### src/seq_cfg_consts.vh
`ifndef SEQ_CFG_CONSTS_VH
`define SEQ_CFG_CONSTS_VH
// register addresses
`define ADDR_SEQ_CFG      15'h000B
`define ADDR_CELL1_Z      15'h0111
`define ADDR_CELL0_Z      15'h0112
`define ADDR_CELL1_X      15'h0113
`define ADDR_CELL0_X      15'h0114
`define ADDR_LIN_POS      15'h0122
// frame layout
`define FRAME_BITS        6'h20
`define ADDR_BITS         6'h10
`define WRITE_BIT         15
// configuration fields
`define FLD_RANGE_EXT     11
`define FLD_COORD_SIGN    10
`define FLD_TABLE_HI      6
`define FLD_TABLE_LO      7
`define FLD_MAGNET_DIR    5
`define FLD_DIFF_MEAS     4
`define FLD_READY_TRI     1
`define CFG_RESET         16'h0000
`define CFG_WRITE_MASK    16'h0CF2
// sample periods in microseconds and cycles at 100 MHz
`define CLK_MHZ           100
`define PERIOD_1K_US      1000
`define PERIOD_05K_US     2000
`define CYC_1K_LAST       18'h1869F
`define CYC_05K_LAST      18'h30D3F
`endif

### src/sequencer_mode_config.v
`timescale 1ns/1ps
`include "seq_cfg_consts.vh"
module sequencer_mode_config
#(
	// last count of each sample period
	parameter [17:0] LAST_1K  = `CYC_1K_LAST,
	parameter [17:0] LAST_05K = `CYC_05K_LAST
)
(
	// clock and reset
	input  wire        core_clk_i,
	input  wire        sys_rst_i,
	// spi pins
	input  wire        sck_i,
	input  wire        cs_n_i,
	input  wire        mosi_i,
	output reg         miso_o,
	output reg         miso_oe_o,
	// ready pin
	output reg         ready_o,
	output reg         ready_oe_o,
	// measurement inputs
	input  wire [15:0] cell0_z_field_i,
	input  wire [15:0] cell1_z_field_i,
	input  wire [15:0] cell0_x_field_i,
	input  wire [15:0] cell1_x_field_i,
	input  wire [15:0] lin_raw_i,
	input  wire [15:0] lin_ext_i,
	// datapath controls
	output reg  [15:0] vec_z_o,
	output reg  [15:0] vec_x_o,
	output reg         sample_o,
	output reg  [15:0] lin_pos_o,
	output reg  [1:0]  table_sel_o,
	output reg         magnet_orientation_o,
	output reg         differential_measure_o
);
	// pin synchronisers
	reg  [1:0]  sck_s_q;
	reg  [1:0]  cs_s_q;
	reg  [1:0]  mosi_s_q;
	reg         sck_prev_q;
	reg  [15:0] cfg_q;
	reg  [5:0]  bit_cnt_q;
	reg  [15:0] addr_q;
	reg  [15:0] shin_q;
	reg  [15:0] shout_q;
	reg  [17:0] smp_cnt_q;
	reg         data_ready_q;
	wire        sck_rise;
	wire        cs_act;
	wire [15:0] rd_val;
	wire [15:0] lin_sel;
	wire [15:0] lin_fin;
	wire [17:0] period;
	wire [15:0] new_word;
	wire        range_extension_enable;
	wire        coordinate_sign_select;
	wire        ready_tristate;
	reg  [15:0] read_mux;

	assign sck_rise = sck_s_q[1] & ~sck_prev_q;
	assign cs_act = ~cs_s_q[1];
	assign range_extension_enable = cfg_q[`FLD_RANGE_EXT];
	assign coordinate_sign_select = cfg_q[`FLD_COORD_SIGN];
	assign ready_tristate = cfg_q[`FLD_READY_TRI];
	assign lin_sel = range_extension_enable ? lin_ext_i : lin_raw_i;
	assign lin_fin = (coordinate_sign_select & cfg_q[`FLD_MAGNET_DIR]) ?
		(~lin_sel + 16'h0001) : lin_sel;
	assign period = cfg_q[`FLD_TABLE_LO] ? LAST_05K : LAST_1K;
	assign new_word = {shin_q[14:0], mosi_s_q[1]};

	always @*
	begin
		case (new_word[14:0])
			`ADDR_SEQ_CFG: read_mux = cfg_q;
			`ADDR_CELL1_Z: read_mux = cell1_z_field_i;
			`ADDR_CELL0_Z: read_mux = cell0_z_field_i;
			`ADDR_CELL1_X: read_mux = cell1_x_field_i;
			`ADDR_CELL0_X: read_mux = cell0_x_field_i;
			`ADDR_LIN_POS: read_mux = lin_pos_o;
			default:       read_mux = 16'h0000;
		endcase
	end
	assign rd_val = read_mux;

	always @(posedge core_clk_i)
	begin
		if (sys_rst_i)
		begin
			sck_s_q <= 2'h0;
			cs_s_q <= 2'h3;
			mosi_s_q <= 2'h0;
			sck_prev_q <= 1'b0;
		end
		else
		begin
			sck_s_q <= {sck_s_q[0], sck_i};
			cs_s_q <= {cs_s_q[0], cs_n_i};
			mosi_s_q <= {mosi_s_q[0], mosi_i};
			sck_prev_q <= sck_s_q[1];
		end
	end

	// spi frame engine
	always @(posedge core_clk_i)
	begin
		if (sys_rst_i)
		begin
			cfg_q <= `CFG_RESET;
			bit_cnt_q <= 6'h00;
			addr_q <= 16'h0000;
			shin_q <= 16'h0000;
			shout_q <= 16'h0000;
			miso_o <= 1'b0;
			miso_oe_o <= 1'b0;
		end
		else
		begin
			miso_oe_o <= cs_act;
			if (!cs_act)
				bit_cnt_q <= 6'h00;
			else if (sck_rise)
			begin
				shin_q <= new_word;
				miso_o <= shout_q[15];
				shout_q <= {shout_q[14:0], 1'b0};
				if (bit_cnt_q == `ADDR_BITS - 6'h01)
				begin
					addr_q <= new_word;
					shout_q <= rd_val;
					bit_cnt_q <= bit_cnt_q + 6'h01;
				end
				else if (bit_cnt_q == `FRAME_BITS - 6'h01)
				begin
					if (addr_q[`WRITE_BIT] && addr_q[14:0] == `ADDR_SEQ_CFG)
						cfg_q <= new_word & `CFG_WRITE_MASK;
					shout_q <= addr_q;
					bit_cnt_q <= 6'h00;
				end
				else
					bit_cnt_q <= bit_cnt_q + 6'h01;
			end
		end
	end

	// sequencer timing and table inputs
	always @(posedge core_clk_i)
	begin
		if (sys_rst_i)
		begin
			smp_cnt_q <= 18'h00000;
			sample_o <= 1'b0;
			vec_z_o <= 16'h0000;
			vec_x_o <= 16'h0000;
			lin_pos_o <= 16'h0000;
			data_ready_q <= 1'b0;
			table_sel_o <= 2'h0;
			magnet_orientation_o <= 1'b0;
			differential_measure_o <= 1'b0;
		end
		else
		begin
			table_sel_o <= {cfg_q[`FLD_TABLE_HI], cfg_q[`FLD_TABLE_LO]};
			magnet_orientation_o <= cfg_q[`FLD_MAGNET_DIR];
			differential_measure_o <= cfg_q[`FLD_DIFF_MEAS];
			sample_o <= 1'b0;
			if (smp_cnt_q >= period)
			begin
				smp_cnt_q <= 18'h00000;
				sample_o <= 1'b1;
				lin_pos_o <= lin_fin;
				data_ready_q <= 1'b1;
				if (!cfg_q[`FLD_TABLE_HI])
				begin
					vec_z_o <= cell0_z_field_i - cell1_z_field_i;
					vec_x_o <= cell0_x_field_i - cell1_x_field_i;
				end
				else
				begin
					vec_z_o <= cell1_z_field_i;
					vec_x_o <= cell1_x_field_i;
				end
			end
			else
			begin
				smp_cnt_q <= smp_cnt_q + 18'h00001;
				if (cs_act && sck_rise && bit_cnt_q == `ADDR_BITS - 6'h01 &&
					!new_word[`WRITE_BIT] && new_word[14:0] == `ADDR_LIN_POS)
					data_ready_q <= 1'b0;
			end
		end
	end

	// ready pin drive
	always @(posedge core_clk_i)
	begin
		if (sys_rst_i)
		begin
			ready_o <= 1'b0;
			ready_oe_o <= 1'b1;
		end
		else if (!ready_tristate)
		begin
			ready_o <= data_ready_q;
			ready_oe_o <= 1'b1;
		end
		else
		begin
			ready_o <= 1'b1;
			ready_oe_o <= cs_act & data_ready_q;
		end
	end
endmodule // sequencer_mode_config

### config.mk
export PLATFORM = sky130hd
export DESIGN_NAME = sequencer_mode_config
export DESIGN_NICKNAME = d
export VERILOG_FILES = /design/src/sequencer_mode_config.v
export VERILOG_INCLUDE_DIRS = /design/src /design/src/src
export SDC_FILE = /design/constraint.sdc
export NUM_CORES = 1
export LEC_CHECK = 0
export BUFFER_PORTS_ARGS = -buffer_cell sky130_fd_sc_hd__clkbuf_2
export CAP_MARGIN = 25
export CORE_MARGIN = 1.5
export CORE_UTILIZATION = 57
export DETAILED_ROUTE_END_ITERATION = 12
export PLACE_DENSITY_LB_ADDON = 0.08
export SYNTH_ARGS = -nofsm -noshare
export SYNTH_HDL_FRONTEND = slang
export SYNTH_SLANG_ARGS = --single-unit
### constraint.sdc
create_clock -name core_clk_i -period 3.3 [get_ports core_clk_i]
set_input_delay 0.33 -clock core_clk_i [delete_from_list [all_inputs] [get_ports core_clk_i]]
set_output_delay 0.33 -clock core_clk_i [all_outputs]
set_load 0.1 [all_outputs]
==> results of run 1 <==
[through the flow]
stage               total power, mW  cell area (um2)  util [%]
floorplan                      2.12             8650         -
global placement               2.29             9530      64.8
detailed placement             2.29             9530      64.8
CTS                            4.31            10100      69.0
global route                   4.45            10200      69.2
finish                         4.31            10200      69.2
[metal layers]
layer / global-route usage (%) / up-vias
li1: - / 4141
met1: 41.5 / 4006
met2: 50.3 / 386
met3: 6.54 / 59
met4: 13.8 / 0
met5: 0 / -
[worst max-delay path by stage]
stage               depth (start not counted)  slack (ns)            end       from
CTS                                         9        0.41  lin_pos_o[14]   cfg_q[7]
floorplan                                  12        0.66  lin_pos_o[14]  cfg_q[11]
detailed placement                          9        0.45  lin_pos_o[14]   cfg_q[7]
global placement                            9        0.53  lin_pos_o[14]   cfg_q[7]
finish                                      9        0.41   lin_pos_o[6]   cfg_q[7]
global route                                9        0.22  lin_pos_o[15]   cfg_q[7]
[cells by family after synthesis]
group / after synthesis / synth area share [%]
xor+xnor: 52 / 5.26
compound gates: 274 / 20.8
fa+ha+maj: 42 / 6.25
flops: 143 / 33.1
mux: 59 / 7.06
simple gates: 405 / 22.0
buf+inv: 114 / 5.51
[registers in the layout (all words and copies together) (netlist names), 7 cells and up]
signal	flops
cfg_q	7
vec_x_o	16
lin_pos_o	16
vec_z_o	16
smp_cnt_q	18
shout_q	16
addr_q	16
shin_q	15
[cell usage after synthesis (3+ instances only)]
| cell type | instances |
|---|---|
| or2_2 | 6 |
| clkbuf_1 | 40 |
| ha_1 | 40 |
| nand3_1 | 29 |
| mux2i_1 | 43 |
| buf_4 | 3 |
| and2_1 | 3 |
| nor2b_1 | 15 |
| xnor2_1 | 27 |
| a21oi_1 | 92 |
| nand3b_1 | 3 |
| nor4b_1 | 5 |
| inv_1 | 49 |
| mux2_2 | 16 |
| nand2_1 | 153 |
| nor3_1 | 14 |
| o221a_2 | 8 |
| nor2_1 | 121 |
| nor3b_1 | 8 |
| o2111ai_1 | 4 |
| o211ai_1 | 11 |
| nand4_1 | 7 |
| nand4b_1 | 3 |
| a41oi_1 | 6 |
| o21a_1 | 5 |
| o311ai_0 | 3 |
| a21o_1 | 8 |
| nand2b_1 | 11 |
| a21boi_0 | 3 |
| a32o_1 | 7 |
| a31oi_1 | 15 |
| xor2_1 | 25 |
| o21ai_0 | 56 |
| a222oi_1 | 16 |
| o31ai_1 | 4 |
| buf_2 | 16 |
| a211oi_1 | 15 |
| and3_1 | 5 |
| a221oi_1 | 7 |
| dfxtp_1 | 143 |
| nor4_1 | 5 |
[placed cells by master, fill, tap and decap left out, types with 4 or more instances in the layout]
cell type,n
a222oi_1,16
a32o_1,7
o21a_1,5
nand2_1,153
clkbuf_2,156
nor4b_1,5
nor2b_1,15
nor3b_1,8
mux2i_1,43
xor2_1,25
nor2_1,120
a41oi_1,6
buf_4,19
a21oi_1,92
o21ai_0,56
a21o_1,8
nand2b_1,11
a211oi_1,15
xnor2_1,27
o221a_2,8
dfxtp_1,142
inv_6,4
bufinv_16,4
o2111ai_1,4
a221oi_1,7
inv_1,49
ha_1,40
and3_1,5
a31oi_1,15
mux2_2,16
or2_2,6
nand4_1,7
nor3_1,14
nor4_1,5
clkbuf_16,17
nand3_1,29
o211ai_1,11
o31ai_1,4
[power groups by stage]
stage	Clock [mW]	Sequential, mW	Combinational [mW]
after floorplan	0	1.78	0.338
after CTS	2.06	1.74	0.515
after global placement	0	1.78	0.508
final	2.04	1.74	0.523
after global routing	2.14	1.74	0.577
after detailed placement	0	1.78	0.510
[cell type report]
class | instances | area, um2
clock buffer | 18 | 429
clock inverter | 12 | 183
multi-input combinational | 832 | 5330
timing repair buffer | 176 | 951
sequential | 143 | 2860
tap | 184 | 230
inverter | 49 | 184
fill | 1255 | 4530
[critical path, cell delays in order, from the launching register on]
cell     delay, ns
dfxtp_1       0.44
inv_1         0.15
ha_1          0.32
nand2_1       0.05
or4_1         0.48
o31ai_1       0.27
a221o_4       0.43
buf_4         0.32
mux2i_1       0.22
nor2_1        0.05
==> flow_summary_export.csv, run 1 <==
group,metric,value,unit
status,status,"completed",
final_layout,drive_gt1_share,20.2,%
global_routing,track_usage,31.6,%
floorplan,die_area,15900,um2
pwr,netSwitchingFraction,25.4,%
sta,setup_viol,0,
route,routed_wl,25.0,mm
synth,synthTopCellsByArea,"dfxtp_1 33%, nand2_1 6.6%, ha_1 5.8%, a21oi_1 5.3%, nor2_1 5.3%",
route,post_drt_wl_per_cell,17.7,um
synth,seq_area_frac_synth,33.1,%
global_routing,grt_pass1_wl,40.0,mm
global_routing,grt_antenna_before_repair,0,
setup_path,crit_path_start_kind,"register",
final_layout,syn2layout_area_growth,17.5,%
min_path,hold_path.class,"input port to register",
synth,ys_seq_elements,143,
pwr,clkPwrFrac,47.5,%
synth,syn_area,8650,um2
floorplan,rows,44,
route,wl_met1,11.0,mm
setup_path,r2r_end,"lin_pos_o[6]",
sta,period_needed,2.89,ns
synth,ys_async_sr_fraction,0,%
clock_tree,cts_made_buffers,17,
setup_path,r2r-start,"cfg_q[7]",
synth,syn-mean-instance-area,7.94,um2
global_routing,grt_start_max_net_pins,70,
route,routed.top_layer,"met4",
synth,synth_edf_count,0,
clock_tree,post_cts_buffers,0,
sta,rsz0062_at_grt,"no",
clock_tree,clockBufferDepth,2,
route,wl_met3,2.02,mm
clock_tree,clkLatencyLatePin,0.43,ns
floorplan,fp.coreArea,14700,um2
synth,syn_inst,1089,
sta,worstMarginPinSlew,0.967,ns
floorplan,start_util,58.9,%
floorplan,die_w,126,um
route,route.met2.wl,11.1,mm
sta,fmax,346,MHz
route,vias_per_cell,6.08,
sta,setup_slack,0.413,ns
sta,fin_tns_setup,0,ns
synth,netlist-cell-type-count,68,
pwr,combPwrFrac,12.1,%
synth,yosysTopAreaCell,"dfxtp_1",
setup_path,rr_worst_depth,9,
floorplan,die_h,126,um
clock_tree,cts_hold_buf,0,
sta,fin_skew,0.00704,ns
synth,yosys_warnings,0,
final_layout,fin_nets,1362,
setup_path,crit_arrival,3.17,ns
setup_path,r2r_slack,0.41,ns
min_path,min_from,"cs_n_i",
clock_tree,clock_sinks,143,
clock_tree,cts_max_level,4,
setup_path,cp.required,3.59,ns
route,antenna_left,0,
pwr,power_density,424,nW/um2
min_path,whs_endpoint,"cs_s_q[0]",
synth,synth_fp_nets,1232,
final_layout,final_cells,1414,
clock_tree,clk_pin_slew,0.06,ns
placed_design,gp_congestion,0.974,
placed_design,hpwlAfterDp,18.4,mm
final_layout,diodes,0,
pwr,p_leak,3.99,nW
floorplan,io_pins,158,
clock_tree,cts_root_buf,"clkbuf_16",
flow_run,maxCapViolations,0,
global_routing,grt_pass1_vias,7883,
placed_design,pre_cts_slack,0.446,ns
pwr,p_int,3.21,mW
sta,hold_ws,0.0793,ns
synth,dominantRegCellSynth,"dfxtp_1",
sta,hold_viol,0,
route,drtIter0Drc,712,
placed_design,numPlacedInstances,1383,
setup_path,crit_path_end_kind,"register",
synth,synth_top_cell_area_share,33.1,%
route,vias,8592,
pwr,p_sw,1.09,mW
setup_path,critPathMaxFanout,28,
min_path,hold-path-cell-count,2,
route,drt_first_pass_iters,8,
setup_path,path_class,"register to register",
sta,maxSlewHeadroom,35.4,%
sta,finalCritPeriodShare,87.5,%
sta,slew_violations,0,
route,route.detailed.drc,0,
placed_design,portBuffers,157,
clock_tree,tritoncts,"yes",
clock_tree,cts_resized,0,
pwr,p_seq_share,40.4,%
pwr,ir_drop,0.000359,V
global_routing,overflow,0,
Power figures use the tool's default switching activity.
==> inputs of run 2 (changes only) <==
--- a/config.mk
+++ b/config.mk
@@ -11,7 +11,7 @@
 export CORE_MARGIN = 1.5
 export CORE_UTILIZATION = 57
 export DETAILED_ROUTE_END_ITERATION = 12
-export PLACE_DENSITY_LB_ADDON = 0.08
+export PLACE_DENSITY = 0.8
 export SYNTH_ARGS = -nofsm -noshare
 export SYNTH_HDL_FRONTEND = slang
 export SYNTH_SLANG_ARGS = --single-unit
==> run 2 against run 1 <==
Final cell count unchanged. Global-route usage is 0.65 points lower. First-iteration DRC count grew 24%. Total power is 4.5% lower.
==> flow_summary_export.csv, run 2 (synthesized netlist as in run 1, its figures left out) <==
group,metric,value,unit
setup_path,crit_path_start_kind,"register",
global_routing,grt_pass1_wl,39.2,mm
clock_tree,post_cts_buffers,0,
placed_design,postPlaceCellArea,9520,um2
placed_design,gp_congestion,0.943,
final_layout,diodes,0,
clock_tree,clock_sinks,143,
global_routing,overflow,0,
floorplan,start_util,58.9,%
flow_run,maxCapViolations,0,
final_layout,final_common_cell,"clkbuf_2",
setup_path,crit_path_end_kind,"register",
sta,fmax,362,MHz
route,drtIter0Drc,882,
sta,setup_viol,0,
global_routing,grt_antenna_before_repair,0,
floorplan,die_h,126,um
clock_tree,cts_resized,0,
final_layout,final_cell_area,10100,um2
pwr,power,4.12,mW
sta,worstMarginPinSlew,0.902,ns
route,drt_first_pass_iters,5,
setup_path,cp-startpoint,"cfg_q[7]",
min_path,whs_endpoint,"cs_s_q[0]",
floorplan,io_pins,158,
clock_tree,clkLatencyLatePin,0.43,ns
final_layout,largest_register_ffs,18,
pwr,p_leak,3.95,nW
pwr,ir_drop,0.000319,V
setup_path,r2r-start,"cfg_q[7]",
clock_tree,cts_max_level,4,
clock_tree,clockBufferDepth,2,
min_path,hold_path.class,"input port to register",
route,post_drt_wl_per_cell,17.4,um
route,vias_per_cell,6.04,
sta,period_needed,2.77,ns
setup_path,crit_arrival,3.05,ns
clock_tree,tritoncts,"yes",
setup_path,r2r_end,"lin_pos_o[13]",
global_routing,grt_pass1_vias,7751,
route,routed_wl,24.5,mm
final_layout,final_cell_mix,"156 x clkbuf_2, 153 x nand2_1, 142 x dfxtp_1",
route,vias,8538,
sta,fin_skew,0.0119,ns
floorplan,fp.coreArea,14700,um2
setup_path,cp.required,3.59,ns
sta,hold_viol,0,
final_layout,syn2layout_area_growth,16.7,%
floorplan,rows,44,
setup_path,path_class,"register to register",
clock_tree,clk_pin_slew,0.06,ns
min_path,min_from,"cs_n_i",
sta,rsz0062_at_grt,"no",
setup_path,critPathMaxFanout,20,
placed_design,portBuffers,157,
global_routing,grt_start_max_net_pins,64,
route,route.detailed.drc,0,
clock_tree,cts_made_buffers,17,
floorplan,die_w,126,um
global_routing,track_usage,30.9,%
route,antenna_left,0,
sta,slew_violations,0,
status,status,"completed",
min_path,hold-path-cell-count,2,
final_layout,fin_nets,1361,
placed_design,hpwlAfterDp,18.2,mm
pwr,power_density,408,nW/um2
setup_path,r2r_slack,0.53,ns
clock_tree,cts_hold_buf,0,
sta,finalCritPeriodShare,83.8,%
floorplan,die_area,15900,um2
clock_tree,cts_root_buf,"clkbuf_16",
final_layout,top_register,"smp_cnt_q",
setup_path,rr_worst_depth,9,
sta,maxSlewHeadroom,39.8,%
sta,fin_tns_setup,0,ns
final_layout,drive_gt1_share,20.1,%
==> run 2: cell count changes in the layout (fill, tap and decap cells not counted), sizes merged <==
cell and change:
buf -1, clkinv +1, clkbuf +3, bufinv -3
==> run 2: per-layer routing <==
metal | vias to the layer above | part of all wire [%] | track usage, %
met3 | 51 | 7.8 | 6.46
met4 | 0 | 2.5 | 10.9
met2 | 372 | 45 | 50.1
met1 | 3989 | 44 | 41.0
li1 | 4126 | - | -
met5 | - | 0 | 0
==> run 2: worst max-delay path, stage by stage, from the launching register on <==
cell and delay [ns]:
dfxtp_1 0.44, inv_1 0.16, ha_1 0.33, nand2_1 0.06
or4_1 0.47, o31ai_1 0.21, a221o_2 0.32, buf_4 0.32
mux2i_1 0.27, nor2_1 0.05
==> run 2: power breakdown <==
group	switching (mW)	internal (mW)
registers	0.00514	1.73
logic	0.309	0.216
clock network	0.785	1.06
total	1.10	3.02
==> run 2: metrics by stage <==
| step | hold slack [ns] | worst slack (ns) | std cells | utilization (%) |
|---|---|---|---|---|
| 2_1_floorplan | 0.389 | 0.658 | 1089 | - |
| 3_3_place_gp | 0.399 | 0.631 | 1382 | 64.8 |
| 3_5_place_dp | 0.413 | 0.571 | 1382 | 64.8 |
| 4_1_cts | 0.0845 | 0.565 | 1413 | 68.5 |
| 5_1_grt | 0.0861 | 0.309 | 1414 | 68.7 |
| 6_report | 0.0884 | 0.535 | 1414 | 68.7 |
==> run 2: area by class of cell <==
class                   instances  area [um2]
clock buffers                  21         450
well taps                     184         230
fillers                      1249        4600
multi-input cells             832        5320
repair buffers                175         946
clock inverters                10         105
inverters                      49         184
flip-flops and latches        143        2860
==> run 2: worst max-delay path by stage <==
| stage | endpoint | depth (start not counted) |
|---|---|---|
| after detailed placement | lin_pos_o[13] | 9 |
| after global placement | vec_x_o[12] | 11 |
| final | lin_pos_o[13] | 9 |
| after global routing | vec_z_o[13] | 10 |
| after floorplan | lin_pos_o[14] | 12 |
| after CTS | lin_pos_o[13] | 9 |
